## config.mk

```make
export PLATFORM = sky130hd
export DESIGN_NAME = suspend_sleep_power_unit
export DESIGN_NICKNAME = d
export VERILOG_FILES = /design/src/rtl/power_unit_pkg.sv /design/src/rtl/suspend_sleep_power_unit.sv
export VERILOG_INCLUDE_DIRS = /design/src /design/src/rtl
export SDC_FILE = /design/constraint.sdc
export NUM_CORES = 1
export LEC_CHECK = 0
export BUFFER_PORTS_ARGS = -buffer_cell sky130_fd_sc_hd__buf_2
export CORE_MARGIN = 3
export CORE_UTILIZATION = 49
export CTS_CLUSTER_SIZE = 25
export DETAILED_ROUTE_END_ITERATION = 16
export GPL_TIMING_DRIVEN = 0
export PLACE_DENSITY = 0.87
export SYNTH_ARGS = -nofsm -noshare
export SYNTH_HDL_FRONTEND = slang
export SYNTH_SLANG_ARGS = --single-unit
```

## constraint.sdc

```tcl
create_clock -name aclk -period 2.8 [get_ports aclk]
set_input_delay 0.84 -clock aclk [delete_from_list [all_inputs] [get_ports aclk]]
set_output_delay 0.84 -clock aclk [all_outputs]
set_load 0.05 [all_outputs]
```

## src/rtl/power_unit_regs.svh

```systemverilog
// Purpose: register offsets, field positions and counts of the power unit
// Assumes: AXI4-Lite byte addresses, one aligned word per register
// Notes:   definitions only
`ifndef POWER_UNIT_REGS_SVH
`define POWER_UNIT_REGS_SVH

// ----------------------------------------------------------------
// Offsets
// ----------------------------------------------------------------
`define WAKE_CONFIG_OFFS   12'h000
`define MODE_OFFS          12'h004
`define SUPPLY_CFG_OFFS    12'h008
`define STATUS_OFFS        12'h00c

// ----------------------------------------------------------------
// Wake config fields
// ----------------------------------------------------------------
`define WK_SLEEP_BIT       7
`define WK_SUSPEND_BIT     6
`define WK_CLEAR_BIT       5
`define WK_PINFLAG_BIT     4
// Mode register fields
`define MD_CLKOUT_BIT      7
`define MD_WAKEOE_BIT      6
`define MD_BATTERY_MONITOR_DISABLE_BIT      5
// Supply config fields
`define SC_FLOAT_BIT       1
`define SC_TWOCELL_BIT     0

// ----------------------------------------------------------------
// Reset values, timing and response codes
// ----------------------------------------------------------------
`define MODE_RESET         8'h00
`define FLAG_BLANK_CYCLES  2'h2
`define RESP_OKAY          2'h0
`define RESP_SLVERR        2'h2

`endif

```

## src/rtl/power_unit_pkg.sv

```systemverilog
// Purpose: types of the power unit
// Assumes: nothing
// Notes:   constants live in power_unit_regs.svh
package power_unit_pkg;

  typedef enum logic [1:0] {
    st_run,
    st_suspend,
    st_sleep,
    st_blank
  } power_state_t;

  // Order: osc fail, alarm, port match, comparator
  typedef struct packed {
    logic osc_fail;
    logic alarm;
    logic port_match;
    logic comp_rise;
  } wake_src_t;

  typedef struct packed {
    logic        aw_done;
    logic [11:0] aw_addr;
    logic        w_done;
    logic [31:0] w_data;
    logic [3:0]  w_strb;
    logic        bvalid;
    logic [1:0]  bresp;
    logic        rvalid;
    logic [31:0] rdata;
    logic [1:0]  rresp;
  } bus_state_t;

  typedef struct packed {
    power_state_t pstate;
    logic [1:0]   blank_cnt;
    wake_src_t    enables;
    wake_src_t    flags;
    logic         pin_flag;
    logic [7:0]   mode;
    logic         float_sel;
    logic         two_cell;
    logic         monitor_off;
    logic         por_req;
    logic [1:0]   pin_sync;
    logic         pin_last;
    wake_src_t    ev_sync1;
    wake_src_t    ev_sync2;
    wake_src_t    ev_last;
    bus_state_t   bus;
  } unit_state_t;

endpackage : power_unit_pkg

```

## src/rtl/suspend_sleep_power_unit.sv

```systemverilog
// Purpose: suspend and sleep control, wake sources and wake flags
// Assumes: software keeps its own entry rules; events are async levels
// Notes:   one clock, AXI4-Lite register slave
//
// Register access over AXI4-Lite and the register addresses are this design's own decisions.
`timescale 1ns/100ps
`include "power_unit_regs.svh"

module suspend_sleep_power_unit (
  input  wire logic        aclk,
  input  wire logic        aresetn,
  input  wire logic [11:0] s_axi_awaddr,
  input  wire logic        s_axi_awvalid,
  output logic             s_axi_awready,
  input  wire logic [31:0] s_axi_wdata,
  input  wire logic [3:0]  s_axi_wstrb,
  input  wire logic        s_axi_wvalid,
  output logic             s_axi_wready,
  output logic [1:0]       s_axi_bresp,
  output logic             s_axi_bvalid,
  input  wire logic        s_axi_bready,
  input  wire logic [11:0] s_axi_araddr,
  input  wire logic        s_axi_arvalid,
  output logic             s_axi_arready,
  output logic [31:0]      s_axi_rdata,
  output logic [1:0]       s_axi_rresp,
  output logic             s_axi_rvalid,
  input  wire logic        s_axi_rready,
  input  wire logic        reset_pin_n,
  input  wire logic        osc_fail_evt,
  input  wire logic        alarm_evt,
  input  wire logic        port_match_evt,
  input  wire logic        comp_level,
  output logic             sys_clk_gate,
  output logic             osc_disable,
  output logic             cpu_halt,
  output logic             core_regulator_off,
  output logic             ram_on_battery,
  output logic             pin_hold,
  output logic             port_match_live,
  output logic             analog_supply_rail_float,
  output logic             wake_request,
  output logic             battery_monitor_disable,
  output logic             por_request
);

  power_unit_pkg::unit_state_t st;
  power_unit_pkg::unit_state_t next_st;

  // ----------------------------------------------------------------
  // Helpers
  // ----------------------------------------------------------------
  function automatic logic any_enabled_flag(input power_unit_pkg::wake_src_t en,
                                            input power_unit_pkg::wake_src_t fl);
    any_enabled_flag = |(en & fl);
  endfunction : any_enabled_flag

  function automatic logic low_power(input power_unit_pkg::power_state_t s);
    low_power = (s == power_unit_pkg::st_suspend) || (s == power_unit_pkg::st_sleep);
  endfunction : low_power

  logic                      wr_go;
  logic                      rd_go;
  logic                      wr_hit;
  logic                      rd_hit;
  logic                      pin_fall;
  power_unit_pkg::wake_src_t ev_rise;
  power_unit_pkg::wake_src_t wake_src;
  logic                      wake_now;
  logic [7:0]                wcfg_wr;
  logic [7:0]                flag_read;

  assign s_axi_awready = !st.bus.aw_done && !st.bus.bvalid;
  assign s_axi_wready  = !st.bus.w_done && !st.bus.bvalid;
  assign s_axi_arready = !st.bus.rvalid;
  assign wr_go = (st.bus.aw_done || s_axi_awvalid) && (st.bus.w_done || s_axi_wvalid) && !st.bus.bvalid;
  assign rd_go = s_axi_arvalid && s_axi_arready;

  // ----------------------------------------------------------------
  // Next state
  // ----------------------------------------------------------------
  always_comb
  begin
    logic [11:0] waddr;
    logic [31:0] wdata;
    logic [3:0]  wstrb;
    next_st   = st;
    waddr     = st.bus.aw_done ? st.bus.aw_addr : s_axi_awaddr;
    wdata     = st.bus.w_done ? st.bus.w_data : s_axi_wdata;
    wstrb     = st.bus.w_done ? st.bus.w_strb : s_axi_wstrb;
    wr_hit    = 1'b0;
    rd_hit    = 1'b0;
    wcfg_wr   = wdata[7:0];
    flag_read = 8'h00;

    // Event synchronisers and edges
    next_st.pin_sync = {st.pin_sync[0], reset_pin_n};
    next_st.pin_last = st.pin_sync[1];
    pin_fall = st.pin_last && !st.pin_sync[1];
    next_st.ev_sync1 = {osc_fail_evt, alarm_evt, port_match_evt, comp_level};
    next_st.ev_sync2 = st.ev_sync1;
    next_st.ev_last  = st.ev_sync2;
    ev_rise = st.ev_sync2 & ~st.ev_last;

    next_st.flags    = st.flags | ev_rise;
    next_st.pin_flag = st.pin_flag | pin_fall;

    wake_src = st.enables & ev_rise;
    if (st.pstate == power_unit_pkg::st_sleep && !st.two_cell)
    begin
      wake_src.comp_rise = 1'b0;
    end
    wake_now = (|wake_src) || pin_fall;

    case (st.pstate)
      power_unit_pkg::st_run:
      begin
        next_st.pstate = power_unit_pkg::st_run;
      end
      power_unit_pkg::st_suspend:
      begin
        if (wake_now)
        begin
          next_st.pstate    = power_unit_pkg::st_blank;
          next_st.blank_cnt = `FLAG_BLANK_CYCLES;
        end
      end
      power_unit_pkg::st_sleep:
      begin
        if (wake_now)
        begin
          next_st.pstate = power_unit_pkg::st_run;
        end
      end
      power_unit_pkg::st_blank:
      begin
        next_st.blank_cnt = st.blank_cnt - 2'h1;
        if (st.blank_cnt == 2'h1)
        begin
          next_st.pstate = power_unit_pkg::st_run;
        end
      end
      default:
      begin
        next_st.pstate = power_unit_pkg::st_run;
      end
    endcase

    // Write channel capture
    if (s_axi_awvalid && s_axi_awready)
    begin
      next_st.bus.aw_done = 1'b1;
      next_st.bus.aw_addr = s_axi_awaddr;
    end
    if (s_axi_wvalid && s_axi_wready)
    begin
      next_st.bus.w_done = 1'b1;
      next_st.bus.w_data = s_axi_wdata;
      next_st.bus.w_strb = s_axi_wstrb;
    end

    if (wr_go)
    begin
      next_st.bus.aw_done = 1'b0;
      next_st.bus.w_done  = 1'b0;
      next_st.bus.bvalid  = 1'b1;
      case (waddr)
        `WAKE_CONFIG_OFFS:
        begin
          wr_hit = 1'b1;
          if (wstrb[0])
          begin
            // enables come with the entry write
            next_st.enables = wcfg_wr[3:0];
            // clear all flags; a same-cycle event still lands
            if (wcfg_wr[`WK_CLEAR_BIT])
            begin
              next_st.flags    = ev_rise;
              next_st.pin_flag = pin_fall;
            end
            // refuse entry on pending enabled flag
            if (st.pstate == power_unit_pkg::st_run &&
                !any_enabled_flag(wcfg_wr[3:0], next_st.flags) && !next_st.pin_flag && !wake_now)
            begin
              if (wcfg_wr[`WK_SLEEP_BIT])
              begin
                next_st.pstate = power_unit_pkg::st_sleep;
              end
              else if (wcfg_wr[`WK_SUSPEND_BIT])
              begin
                next_st.pstate = power_unit_pkg::st_suspend;
              end
            end
          end
        end
        `MODE_OFFS:
        begin
          wr_hit = 1'b1;
          if (wstrb[0])
          begin
            next_st.mode = {wdata[7:5], 5'h00};
            // set disables, clear while off asks POR
            if (wdata[`MD_BATTERY_MONITOR_DISABLE_BIT])
            begin
              next_st.monitor_off = 1'b1;
            end
            else if (st.monitor_off)
            begin
              next_st.por_req = 1'b1;
            end
          end
        end
        `SUPPLY_CFG_OFFS:
        begin
          wr_hit = 1'b1;
          if (wstrb[0])
          begin
            next_st.float_sel = wdata[`SC_FLOAT_BIT];
            next_st.two_cell  = wdata[`SC_TWOCELL_BIT];
          end
        end
        `STATUS_OFFS:
        begin
          wr_hit = 1'b1;
        end
        default:
        begin
          wr_hit = 1'b0;
        end
      endcase
      next_st.bus.bresp = wr_hit ? `RESP_OKAY : `RESP_SLVERR;
    end
    else if (st.bus.bvalid && s_axi_bready)
    begin
      next_st.bus.bvalid = 1'b0;
    end

    flag_read = (st.pstate == power_unit_pkg::st_blank) ? 8'h00 :
                {3'h0, st.pin_flag, st.flags};
    if (rd_go)
    begin
      next_st.bus.rvalid = 1'b1;
      rd_hit = 1'b1;
      case (s_axi_araddr)
        `WAKE_CONFIG_OFFS: next_st.bus.rdata = {24'h0, flag_read};
        `MODE_OFFS:        next_st.bus.rdata = {24'h0, st.mode};
        `SUPPLY_CFG_OFFS:  next_st.bus.rdata = {30'h0, st.float_sel, st.two_cell};
        `STATUS_OFFS:      next_st.bus.rdata = {26'h0, st.por_req, st.monitor_off, st.enables};
        default:
        begin
          rd_hit = 1'b0;
          next_st.bus.rdata = 32'h0;
        end
      endcase
      next_st.bus.rresp = rd_hit ? `RESP_OKAY : `RESP_SLVERR;
    end
    else if (st.bus.rvalid && s_axi_rready)
    begin
      next_st.bus.rvalid = 1'b0;
    end
  end

  // ----------------------------------------------------------------
  // Register
  // ----------------------------------------------------------------
  always_ff @(posedge aclk)
  begin
    if (!aresetn)
    begin
      st        <= '0;
      st.mode   <= `MODE_RESET;
      st.pstate <= power_unit_pkg::st_run;
      // Idle pin and levels assumed high/low at reset
      st.pin_sync <= 2'h3;
      st.pin_last <= 1'b1;
    end
    else
    begin
      st <= next_st;
    end
  end

  // ----------------------------------------------------------------
  // Outputs
  // ----------------------------------------------------------------
  assign s_axi_bvalid = st.bus.bvalid;
  assign s_axi_bresp  = st.bus.bresp;
  assign s_axi_rvalid = st.bus.rvalid;
  assign s_axi_rdata  = st.bus.rdata;
  assign s_axi_rresp  = st.bus.rresp;

  // clock and oscillators off in both states
  assign sys_clk_gate = low_power(st.pstate);
  assign osc_disable  = low_power(st.pstate);
  assign cpu_halt = low_power(st.pstate);
  assign core_regulator_off = (st.pstate == power_unit_pkg::st_sleep);
  assign ram_on_battery     = (st.pstate == power_unit_pkg::st_sleep);
  assign pin_hold = (st.pstate == power_unit_pkg::st_sleep);
  assign port_match_live = 1'b1;
  assign analog_supply_rail_float = (st.pstate == power_unit_pkg::st_sleep) && st.float_sel && !st.two_cell;
  // wake request, gated by its enable
  assign wake_request = st.mode[`MD_WAKEOE_BIT] && (st.pstate != power_unit_pkg::st_sleep);
  assign battery_monitor_disable = st.monitor_off;
  assign por_request             = st.por_req;

  // ----------------------------------------------------------------
  // Checks
  // ----------------------------------------------------------------
  logic wstrb_clear;
  assign wstrb_clear = (st.bus.w_done ? st.bus.w_strb[0] && st.bus.w_data[`WK_CLEAR_BIT]
                                      : s_axi_wstrb[0] && s_axi_wdata[`WK_CLEAR_BIT]);
endmodule : suspend_sleep_power_unit

```

# Word-level counts from Yosys, hierarchy flattened

Index checks and enable logic that the tools add are counted.

Flip-flop bits (word level): 96
Input bits: 72
Output and inout port bits: 52
Logic and storage cells: 151

Add/subtract/negate cells: 1
Equality and inequality tests: 12
Mux-type cells: 43
Bitwise gates (word level): 8
Reduce and logical (&&, ||, !) cells: 47

Operators by type and width:

| cell                  | number |
|---|---|
| $eq A12 B4 Y1 const B | 4 |
| $mux W5               | 7 |
| $pmux W8 S4           | 1 |
| $mux W2               | 14 |
| $eq A12 B3 Y1 const B | 2 |
| $logic_not A12 Y1     | 2 |
| $mux W8               | 3 |
| $logic_and A1 B1 Y1   | 17 |
| $mux W17              | 1 |
| $reduce_or A4 Y1      | 4 |
| $mux W1               | 13 |
| $and A4 B4 Y4         | 3 |
| $mux W12              | 1 |
| $logic_not A1 Y1      | 9 |
| $reduce_and A3 Y1     | 3 |
| $pmux W2 S4           | 1 |
| $reduce_bool A2 Y1    | 3 |
| $reduce_and A5 Y1     | 1 |
| $eq A2 B1 Y1 const B  | 2 |
| $eq A2 B2 Y1 const B  | 2 |
| $logic_or A1 B1 Y1    | 4 |
| $mux W4               | 1 |
| $ne A2 B2 Y1 const B  | 2 |
| $not A4 Y4            | 1 |
| 9 further kinds       | 10 |

# Depth between registers and ports, before layout

Word-level depth: 17
Mapped depth: 7

# Least setup slack after synthesis

No wires, ideal clock.

Path kind: register to output
From: reg st[126] (netlist bit)
To: out analog_supply_rail_float
Arrival time: 1.815 ns
Data required time: 1.960 ns
Path slack: 0.145 ns
Cell stages (with the launch flop): 5
Cell sequence: dfxtp_1 inv_1 ha_1 nand2b_1 nor2_1

Cells in the longest elaborated chain, start to end: 3

RTL lines:

| what                              | line                            | text |
|---|---|---|
| start, declared                   | suspend_sleep_power_unit.sv:47  | `power_unit_pkg::unit_state_t st;` |
| start signal, assigned            | suspend_sleep_power_unit.sv:279 | `st <= next_st;` |
| $eq A2 B2 Y1                      | n/a                             |  |
| via core_regulator_off            | suspend_sleep_power_unit.sv:37  | `output logic core_regulator_off,` |
| $logic_and A1 B1 Y1 (2 in series) | suspend_sleep_power_unit.sv:300 | `assign analog_supply_rail_float = (st.pstate == power_unit_pkg::st_sleep) && st.float_sel && !st.two_cell;` |
| end, declared                     | suspend_sleep_power_unit.sv:41  | `output logic analog_supply_rail_float,` |

The timed path passes the listed nets, and every way through them passes these cells.

# Worst setup path after layout

From: reg st[126] (netlist bit)
To: out analog_supply_rail_float

Cells in the longest elaborated chain, start to end: 3

RTL lines:

| what                              | line |
|---|---|
| $eq A2 B2 Y1                      | suspend_sleep_power_unit.sv:300 |
| $logic_and A1 B1 Y1 (2 in series) | suspend_sleep_power_unit.sv:300 |

No other way between the ends.

==> key figures <==
Routing
  – DRC violation total after the first TritonRoute iteration: 138
  – 1st-pass router iterations: 4
  – Routed via count: 2,926
  – DRC viols: 0
  – Routed len/inst: 13.4 um
  – Routed WL: 7770 um
  – Final ANT Viol Nets: 0
  – DR vias/cell: 5.06

Finish
  – Final core occ: 63.4%
  – Diodes inserted: 0
  – Final std cells w/o fill: 578
  – Fill cells: 548
  – Share of layout cells above drive strength 1: 28.1%
  – P&R area growth vs syn: 22.1%
  – Final nets: 574

Clocking
  – Num Clock Sinks: 69
  – Clock slew at reported path FFs: 0.07 ns
  – # resized after CTS: 0
  – Cts hold-fix bufs: 0
  – Root Buffer: clkbuf_8
  – Cts bufs inserted: 9
  – CTS tree: yes
  – CTS Buffer Depth: 2
  – Postcts setup bufs: 0
  – Htree depth: 3
  – Clk_lat worst skew: 0.34 ns

Worst setup path
  – Critical path class: flip-flop to output port
  – CP max stage cell: dfxtp_1
  – CP max stage delay: 0.36 ns
  – Critical Path RT: 1.96 ns
  – CP arrival: 1.73 ns
  – Cell family with most CP delay: buffers and inverters
  – Buf/Inv on CP: 2
  – Worst-path cell chain: inv_1 > ha_1 > nand2b_1 > nor2_1 > buf_2
  – Endpoint type of the worst setup path: output port
  – Critical-path maximum fanout: 7
  – Critical Path Source Type: flip-flop

STA
  – Hold slack final: 0.407 ns
  – Worst clock skew: 0.00885 ns
  – Highest Clock Rate: 390 MHz
  – Post-layout min period: 2.57 ns
  – # setup viols final: 0
  – Least-Margin Pin Slew: 0.862 ns
  – Setup TNS: 0 ns
  – RSZ-0062 raised after global routing: no
  – Final hold vios: 0
  – Final period util: 91.7%
  – Final Slew Violations: 0
  – Slew margin rel.: 42.5%
  – Final Worst Setup Slack: 0.233 ns

Global route
  – Largest net degree at the start of global routing: 13
  – Grt ovf: 0
  – First-pass GRT wire length: 11,800 um
  – Vias in the first global route: 2,628
  – All-Layer GR Usage: 19.6%
  – Initial antenna violation count: 0

Yosys
  – Yosys Warn Count: 0
  – Seq/Total Area, Yosys: 40.9%
  – Yosys top cell by area: dfxtp_1
  – Ys flop type: dfxtp_1
  – Avg Inst Size Synth: 8.57 um2
  – Netlist cell types: 48
  – Synth top area share: 40.9%
  – Post-synthesis register bit count: 69
  – Synth area leaders: dfxtp_1 (41%), buf_4 (9.1%), nand2_1 (6.2%), a21oi_1 (5.3%), mux2_2 (3.3%)
  – Syn Inst Count: 394
  – Asr flop ratio synth: 0%
  – Cell Area, Synth: 0.00338 mm2
  – EDFF count, synth: 0

Die
  – Initial Utilization: 52.0%
  – Die ar.: 0.00792 mm2
  – Die height: 89 um
  – Num ports: 124
  – # rows: 29
  – DIE WIDTH: 89 um
  – Core area: 0.00649 mm2

Pwr
  – Leak Pwr: 1.80 nW
  – Max rail drop VDD: 0.346 mV
  – Pwr dens: 572 mW/mm2

Placed design
  – Post-DP HPWL: 5940 um
  – RePlAce Congestion: 0.904
  – Dpl cells: 562
  – Dpl ws: 0.0482 ns
  – Port buffer count: 66

Run status
  – Status: complete, no violations

Hold path
  – Hold crit path type: flip-flop to flip-flop

Job
  – MaxCap Viol Count: 0
[cell type report]
type | instances | area [um2] | share of cell area (%)
Inverter | 12 | 45.0 | 1.09
Clock inverter | 6 | 86.3 | 2.10
Multi-Input combinational cell | 280 | 1660 | 40.2
Timing Repair Buffer | 66 | 330 | 8.02
Clock buffer | 10 | 138 | 3.34
Buffer | 58 | 388 | 9.41
Tap cell | 77 | 96.3 | 2.34
Sequential cell | 69 | 1380 | 33.5
[metrics by stage]
| step | total power, W | instance area (um2) |
|---|---|---|
| 2_1_floorplan | 0.00138 | 3470 |
| 3_3_place_gp | 0.00147 | 3900 |
| 3_5_place_dp | 0.00148 | 3900 |
| 4_1_cts | 0.00237 | 4120 |
| 5_1_grt | 0.00246 | 4120 |
| 6_report | 0.00236 | 4120 |
[final timing paths]
path                                   end    startpoint  depth (start not counted)  slack [ns]
hold reg to reg               next_st[100]  next_st[102]                          1        0.41
setup reg to reg                   st[127]        st[74]                          7        0.40
setup / recovery  analog_supply_rail_float       st[126]                          5        0.23
hold / removal                next_st[100]  next_st[102]                          1        0.41
[cells by family after synthesis]
| family | count (synthesis) | share of synthesized area, % |
|---|---|---|
| other | 2 | 0.222 |
| buffers and inverters | 70 | 12.8 |
| adder cells (fa/ha/maj) | 6 | 2.22 |
| AO/OA/AOI/OAI | 78 | 15.7 |
| multiplexers | 21 | 6.63 |
| flip-flops | 69 | 40.9 |
| AND/OR/NAND/NOR | 148 | 21.5 |
[flip-flops by register name, summed over array words and instances, names as in the netlist]
signal and flops:
battery_monitor_disable 1, next_st 10, por_request 1, s_axi_bresp 1
s_axi_bvalid 1, s_axi_rdata 8, s_axi_rresp 1, s_axi_rvalid 1
st 45
[cell usage after synthesis, types with 3 or more instances]
library cell	instances
nand4_1	3
a32oi_1	4
nand2b_1	8
nor4_1	6
mux2_2	10
a211oi_1	4
clkbuf_1	14
and2_1	14
nor3_1	9
buf_4	41
mux2i_1	10
inv_1	12
a22oi_1	6
ha_1	6
a21oi_1	36
nand2_1	56
nand3_1	4
o21ai_0	7
nor2b_1	4
o21a_1	7
dfxtp_1	69
nand3b_1	4
nor2_1	30
[where the power goes]
group | internal, W | switching, W
registers | 0.00102 | 0.0000226
logic | 0.000137 | 0.000277
clock network | 0.000524 | 0.000372
[metal layers]
metal,vias up,global-route usage [%],part of all wire (%)
li1,1496,-,-
met1,1313,23.8,42
met2,104,33.6,50
met3,13,4.33,6.3
met4,0,7.85,1.3
met5,-,0,0
[placed cells by master, fill, tap and decap left out, drive strengths merged, types with 2 or more instances in the layout]
| cell | Yosys | routed |
|---|---|---|
| nor3 | 9 | 9 |
| a22oi | 6 | 6 |
| nor2b | 4 | 4 |
| nand2b | 8 | 8 |
| inv | 12 | 12 |
| a2111o | 2 | 2 |
| a21oi | 36 | 36 |
| ha | 6 | 6 |
| o21a | 7 | 7 |
| dfxtp | 69 | 69 |
| and4b | 2 | 2 |
| nand3b | 4 | 4 |
| bufinv | 0 | 2 |
| buf | 44 | 110 |
| nor2 | 30 | 30 |
| mux2 | 11 | 11 |
| o21ai | 7 | 7 |
| nand2 | 56 | 56 |
| conb | 2 | 27 |
| nand3 | 4 | 4 |
| clkinv | 0 | 3 |
| mux2i | 10 | 10 |
| and2 | 14 | 14 |
| and3 | 2 | 2 |
| clkbuf | 14 | 24 |
| nor4 | 6 | 6 |
| a211oi | 4 | 4 |
| a32oi | 4 | 4 |
| a2111oi | 2 | 2 |
| nand4 | 3 | 3 |
Note: power is estimated with default switching activity, not from simulation.
